### src/rtl/rgn_pkg.sv
// region access-mode checker: shared constants, modes, codes, map
// assumes a 32-bit address space and 4-bit region mode codes
package rgn_pkg;

   localparam int RGN_ADDR_W   = 32;
   localparam int RGN_NUM      = 8;
   localparam int RGN_SEL_W    = 3;
   localparam int RGN_SEL_LSB  = 29;  // regions step by 0x2000_0000
   localparam int RGN_MODE_W   = 4;

   // mode codes
   localparam logic [3:0] RGN_M_NOALLOC = 4'h0;
   localparam logic [3:0] RGN_M_WTHRU   = 4'h1;
   localparam logic [3:0] RGN_M_BYPASS  = 4'h2;
   localparam logic [3:0] RGN_M_UNSUP   = 4'h3;
   localparam logic [3:0] RGN_M_WBACK   = 4'h4;
   localparam logic [3:0] RGN_M_RSV_LO  = 4'h5;
   localparam logic [3:0] RGN_M_RSV_HI  = 4'hd;
   localparam logic [3:0] RGN_M_ISOLATE = 4'he;
   localparam logic [3:0] RGN_M_ILLEGAL = 4'hf;

   // mode of every region after reset
   localparam logic [3:0] RGN_MODE_RST  = RGN_M_BYPASS;

   // exception cause codes presented to the pipeline
   localparam logic [1:0] RGN_CAUSE_NONE  = 2'h0;
   localparam logic [1:0] RGN_CAUSE_FETCH = 2'h1;  // fetch_prohibited_cause
   localparam logic [1:0] RGN_CAUSE_LOAD  = 2'h2;  // load_prohibited_cause_a
   localparam logic [1:0] RGN_CAUSE_STORE = 2'h3;  // store_prohibited_cause_b

   // access kinds
   typedef enum logic [1:0] {
      RGN_ACC_FETCH = 2'h0,
      RGN_ACC_LOAD  = 2'h1,
      RGN_ACC_STORE = 2'h2
   } rgn_acc_e;

   // cache handling selected for an access
   typedef enum logic [5:0] {
      RGN_H_NONE    = 6'h01,
      RGN_H_NOALLOC = 6'h02,
      RGN_H_ALLOC   = 6'h04,
      RGN_H_WTHRU   = 6'h08,
      RGN_H_WBACK   = 6'h10,
      RGN_H_ISOLATE = 6'h20
   } rgn_hdl_e;

   // apb map of the block's own registers
   localparam logic [11:0] RGN_OFS_IMODE  = 12'h000;
   localparam logic [11:0] RGN_OFS_DMODE  = 12'h004;
   localparam logic [11:0] RGN_OFS_STAT   = 12'h008;
   localparam logic [11:0] RGN_OFS_CLR    = 12'h00c;
   localparam logic [11:0] RGN_OFS_EN     = 12'h010;
   localparam logic [11:0] RGN_OFS_LAST   = 12'h014;
   localparam logic [31:0] RGN_MODES_RST  = {8{RGN_MODE_RST}};

   localparam int RGN_EV_W     = 3;
   localparam int RGN_EV_FETCH = 0;
   localparam int RGN_EV_LOAD  = 1;
   localparam int RGN_EV_STORE = 2;

   function automatic logic [2:0] rgn_region(input logic [31:0] addr);
      rgn_region = addr[RGN_SEL_LSB +: RGN_SEL_W];
   endfunction : rgn_region

endpackage : rgn_pkg

### src/rtl/rgn_mode_if.sv
// region access-mode checker: mode table to decoder carrier
// assumes one clock; table and decoder live in the same top
`timescale 1ns/1ps
interface rgn_mode_if;
   logic [31:0] imodes;  // packed 8 x 4-bit fetch-side modes
   logic [31:0] dmodes;  // packed 8 x 4-bit data-side modes
   modport table_end (output imodes, output dmodes);
   modport check_end (input imodes, input dmodes);
endinterface : rgn_mode_if

### src/rtl/rgn_mode_table.sv
// region access-mode checker: per-region mode storage
// assumes writes come from the pipeline's mode-write instructions or apb
`timescale 1ns/1ps
module rgn_mode_table
   import rgn_pkg::*;
(
   input  wire logic        clk_sys,
   input  wire logic        rst,
   input  wire logic        wr_inst,
   input  wire logic        wr_data,
   input  wire logic [2:0]  wr_region,
   input  wire logic [3:0]  wr_mode,
   input  wire logic        bus_wr_i,
   input  wire logic        bus_wr_d,
   input  wire logic [31:0] bus_wdata,
   rgn_mode_if.table_end    tbl
);
   import rgn_pkg::*;

   logic [31:0] imodes;
   logic [31:0] dmodes;
   logic [31:0] next_imodes;
   logic [31:0] next_dmodes;

   // pipeline instruction wins over a same-cycle bus write
   always_comb begin
      next_imodes = bus_wr_i ? bus_wdata : imodes;
      next_dmodes = bus_wr_d ? bus_wdata : dmodes;
      if (wr_inst) begin
         next_imodes[wr_region*RGN_MODE_W +: RGN_MODE_W] = wr_mode;
      end
      if (wr_data) begin
         next_dmodes[wr_region*RGN_MODE_W +: RGN_MODE_W] = wr_mode;
      end
   end

   always_ff @(posedge clk_sys or posedge rst) begin
      if (rst) begin
         imodes <= RGN_MODES_RST;
         dmodes <= RGN_MODES_RST;
      end else begin
         imodes <= next_imodes;
         dmodes <= next_dmodes;
      end
   end

   assign tbl.imodes = imodes;
   assign tbl.dmodes = dmodes;

   AST_INST_WRITE: assert property (@(posedge clk_sys) disable iff (rst)
      wr_inst |=> imodes[$past(wr_region)*4 +: 4] == $past(wr_mode))
      else $error("fetch-side mode not updated");
   AST_DATA_WRITE: assert property (@(posedge clk_sys) disable iff (rst)
      wr_data |=> dmodes[$past(wr_region)*4 +: 4] == $past(wr_mode))
      else $error("data-side mode not updated");

endmodule : rgn_mode_table

### src/flat_wrapper.sv
// flat-port wrapper written by rule: the top's interface ports become plain ports
module rgn_mode_table_flat import rgn_pkg::*;
  (clk_sys, rst, wr_inst, wr_data, wr_region, wr_mode, bus_wr_i, bus_wr_d, bus_wdata, tbl_imodes, tbl_dmodes);
  rgn_mode_if tbl_i ();
  input  wire logic clk_sys;
  input  wire logic rst;
  input  wire logic wr_inst;
  input  wire logic wr_data;
  input  wire logic [2:0] wr_region;
  input  wire logic [3:0] wr_mode;
  input  wire logic bus_wr_i;
  input  wire logic bus_wr_d;
  input  wire logic [31:0] bus_wdata;
  output wire logic [$bits(tbl_i.imodes)-1:0] tbl_imodes;
  output wire logic [$bits(tbl_i.dmodes)-1:0] tbl_dmodes;
  assign tbl_imodes = tbl_i.imodes;
  assign tbl_dmodes = tbl_i.dmodes;
  rgn_mode_table u_core (.clk_sys(clk_sys), .rst(rst), .wr_inst(wr_inst), .wr_data(wr_data), .wr_region(wr_region), .wr_mode(wr_mode), .bus_wr_i(bus_wr_i), .bus_wr_d(bus_wr_d), .bus_wdata(bus_wdata), .tbl(tbl_i));
endmodule
### config.mk
export PLATFORM = sky130hd
export DESIGN_NAME = rgn_mode_table_flat
export DESIGN_NICKNAME = d
export VERILOG_FILES = /design/src/rtl/rgn_pkg.sv /design/src/rtl/rgn_mode_if.sv /design/src/rtl/rgn_mode_table.sv /design/src/flat_wrapper.sv
export SDC_FILE = /design/constraint.sdc
export NUM_CORES = 1
export LEC_CHECK = 0
export BUFFER_PORTS_ARGS = -buffer_cell sky130_fd_sc_hd__buf_2
export CAP_MARGIN = 15
export CORE_MARGIN = 1
export CORE_UTILIZATION = 50
export DETAILED_ROUTE_END_ITERATION = 10
export PLACE_DENSITY = 0.79
export SETUP_SLACK_MARGIN = 0.02
export SLEW_MARGIN = 20
export SYNTH_ARGS = -nofsm -noshare
export SYNTH_HDL_FRONTEND = slang
export SYNTH_SLANG_ARGS = --single-unit
### constraint.sdc
create_clock -name clk_sys -period 2.32 [get_ports clk_sys]
set_clock_uncertainty 0.15 [all_clocks]
set_input_delay 0.464 -clock clk_sys [delete_from_list [all_inputs] [get_ports clk_sys]]
set_output_delay 0.464 -clock clk_sys [all_outputs]
set_load 0.02 [all_outputs]
==> flow_summary_export.csv <==
group,metric,value,unit
worst_setup_path,endpoint_kind,"flop",
cts,clock-sinks,64,
worst_hold_path,hp-class,"in -> async",
timing,drv_slew,0,
cts,postCtsSetupBuffers,0,
worst_setup_path,r2r_end,"u_core.tbl.imodes[2]$_DFF_PP0_",
floorplan,ios,109,
layout,layout_common_cells,"mux2i_1 (116), buf_2 (108), dfrtp_1 (48)",
floorplan,fp.coreArea,6420,µm²
timing,finalSetupViolCount,0,
synthesis,synth_fp_nets,312,
placed_design,gp_congestion,0.840,
timing,grt_setup_unrepaired,"no",
layout,final_cells,474,
power,p_per_area,731,nW/µm²
worst_setup_path,critPathTopFamily,"adder cells",
timing,fin_crit,1.91,ns
worst_setup_path,cp.depth,7,
routing,wl_per_cell,16.8,µm
routing,wl_met2,3.87,mm
floorplan,die_y,84.0,µm
worst_setup_path,crit_start,"wr_region[0]",
worst_setup_path,r2r_cells,2,
global_route,grt_overflow,0,
placed_design,dp_hpwl,5.83,mm
timing,tns,0,ns
synthesis,synth_seq_cells,64,
power,p_total,3.18,mW
placed_design,port_buffers,108,
run_status,violations,"design-rule violations",
worst_setup_path,critPathBufInv,2,
synthesis,syn_area,3360,µm²
placed_design,dp_slack,0.0988,ns
timing,slew-limit-headroom,0.725,
cts,cts_resized,0,
floorplan,die_area,7060,µm²
worst_setup_path,crit_path_start_kind,"primary input",
cts,numCtsBuffers,9,
layout,drive_above_1_share,0.453,
worst_setup_path,crit_end,"u_core.tbl.imodes[18]$_DFF_PP0_",
synthesis,syn_area_per_cell,12.9,µm²
run_status,outcome,"complete, but fails checks",
global_route,grt.total_usage,0.235,
routing,topRoutingLayerUsed,"met4",
cts,cts-htree-levels,3,
floorplan,row_count,29,
global_route,grt_max_degree,65,
global_route,grt_pass1_wl,12.8,mm
cts,cts_root_buf,"clkbuf_8",
timing,worst_pin_slew,0.410,ns
layout,final_common_cell,"mux2i_1",
routing,drtIter0Drc,63,
routing,vias_per_cell,5.34,
global_route,antenna_found_initial,0,
cts,clock_latency,0.34,ns
timing,setup_ws,0.409,ns
routing,wl,7.97,mm
cts,clkTransAtPathRegs,0.08,ns
power,p_leak,2.07,nW
power,ir_drop,0.440,mV
synthesis,netlist_instances,261,
routing,dr.pass1.iters,7,
placed_design,placed_area,4120,µm²
worst_setup_path,crit_type,"in -> reg",
layout,fill_cells,505,
synthesis,seq_area_frac_synth,0.482,
run,drv_cap,0,
worst_setup_path,reg2reg_slack,1.16,ns
worst_setup_path,r2r-start,"u_core.tbl.imodes[2]$_DFF_PP0_",
worst_setup_path,slowest_delay,0.38,ns
layout,fin_nets,443,
worst_setup_path,cp.arrival,2.02,ns
timing,max_freq,523,MHz
cts,cts_hold_buf,0,
synthesis,synth.distinct_cells,18,
layout,utilization,0.678,
cts,clockBufferDepth,2,
routing,wl_met3,338,µm
global_route,grt_pass1_vias,2553,
floorplan,initial_core_util,0.524,
routing,final_antenna_net_count,0,
timing,final_hold_viol_count,0,
worst_setup_path,slowest_stage,"ha_2",
worst_setup_path,crit_required,2.43,ns
routing,vias,2529,
worst_setup_path,crit_chain,"buf_2 > inv_1 > ha_1 > ha_2 > nor2b_1 > o2111a_1 > mux2i_1",
placed_design,placed_cells,458,
synthesis,yosysWarningCount,0,
layout,diodes,0,
routing,route.detailed.drc,10,
floorplan,die_w,84.0,µm
layout,area_delta_synth_final,29.3,%
worst_setup_path,cp_max_fo,4,
cts,cts_tree,"done",
timing,holdWs,0.0409,ns
timing,timing.final.crit_share,0.824,
routing,wl_met1,3.62,mm
layout,fin_area,4350,µm²
==> cell type report <==
cell class / count / area [µm²] / area share
multi-input combinational: 184 / 1680 / 0.386
sequential: 64 / 1620 / 0.373
timing repair buffer: 129 / 711 / 0.163
clock buffer: 10 / 138 / 0.0316
tap: 77 / 96.3 / 0.0221
clock inverter: 6 / 90.1 / 0.0207
inverter: 4 / 15.0 / 0.00345
==> layer usage <==
layer / up-vias / global-route usage
met5: - / 0
li1: 1206 / -
met3: 14 / 0.0366
met1: 1238 / 0.319
met2: 71 / 0.376
met4: 0 / 0.0972
==> cells by family after synthesis <==
family	share of synthesized area
mux	0.385
simple gates	0.0718
flops	0.482
buf+inv	0.0193
fa+ha+maj	0.0223
compound gates	0.0193
==> tightest hold or removal path: cells and delay by family <==
family	cells	cell delay, ns
buffers and inverters	3	0.46
==> state kept, by name, indices dropped and copies added (netlist names) <==
signal             count
u_core.tbl.imodes     32
u_core.tbl.dmodes     32
==> how the worst min path moves through the flow <==
stage / from / end / slack, ns / cells after the start
after floorplan: u_core.tbl.imodes[5]$_DFF_PP1_ / u_core.tbl.imodes[5]$_DFF_PP1_ / 0.43 / 2
after global placement: u_core.tbl.dmodes[7]$_DFF_PP0_ / u_core.tbl.dmodes[7]$_DFF_PP0_ / 0.39 / 2
after detailed placement: u_core.tbl.dmodes[4]$_DFF_PP0_ / u_core.tbl.dmodes[4]$_DFF_PP0_ / 0.40 / 2
after CTS: rst / u_core.tbl.dmodes[30]$_DFF_PP0_ / 0.04 / 3
after global routing: rst / u_core.tbl.imodes[4]$_DFF_PP0_ / 0.07 / 3
final: rst / u_core.tbl.imodes[6]$_DFF_PP0_ / 0.04 / 3
==> power breakdown <==
part,internal (mW),total (mW),leakage (nW),switching [mW]
clock,0.640,1.10,0.113,0.462
combinational,0.289,0.734,1.22,0.445
sequential,1.27,1.34,0.737,0.0713
total,2.20,3.18,2.07,0.979
==> cells in the mapped netlist (all sizes together) <==
| cell type | count | share of area |
|---|---|---|
| nor4b | 1 | 0.0071 |
| nand3b | 1 | 0.0022 |
| o31ai | 2 | 0.013 |
| nand2 | 11 | 0.012 |
| nor2 | 14 | 0.016 |
| buf | 9 | 0.015 |
| nand2b | 3 | 0.0056 |
| dfrtp | 48 | 0.36 |
| nor2b | 6 | 0.011 |
| mux2i | 116 | 0.35 |
| o2111a | 2 | 0.0067 |
| ha | 6 | 0.022 |
| dfstp | 16 | 0.12 |
| mux2 | 12 | 0.040 |
| inv | 4 | 0.0045 |
| nand3 | 10 | 0.018 |
Power figures use the tool's default switching activity.
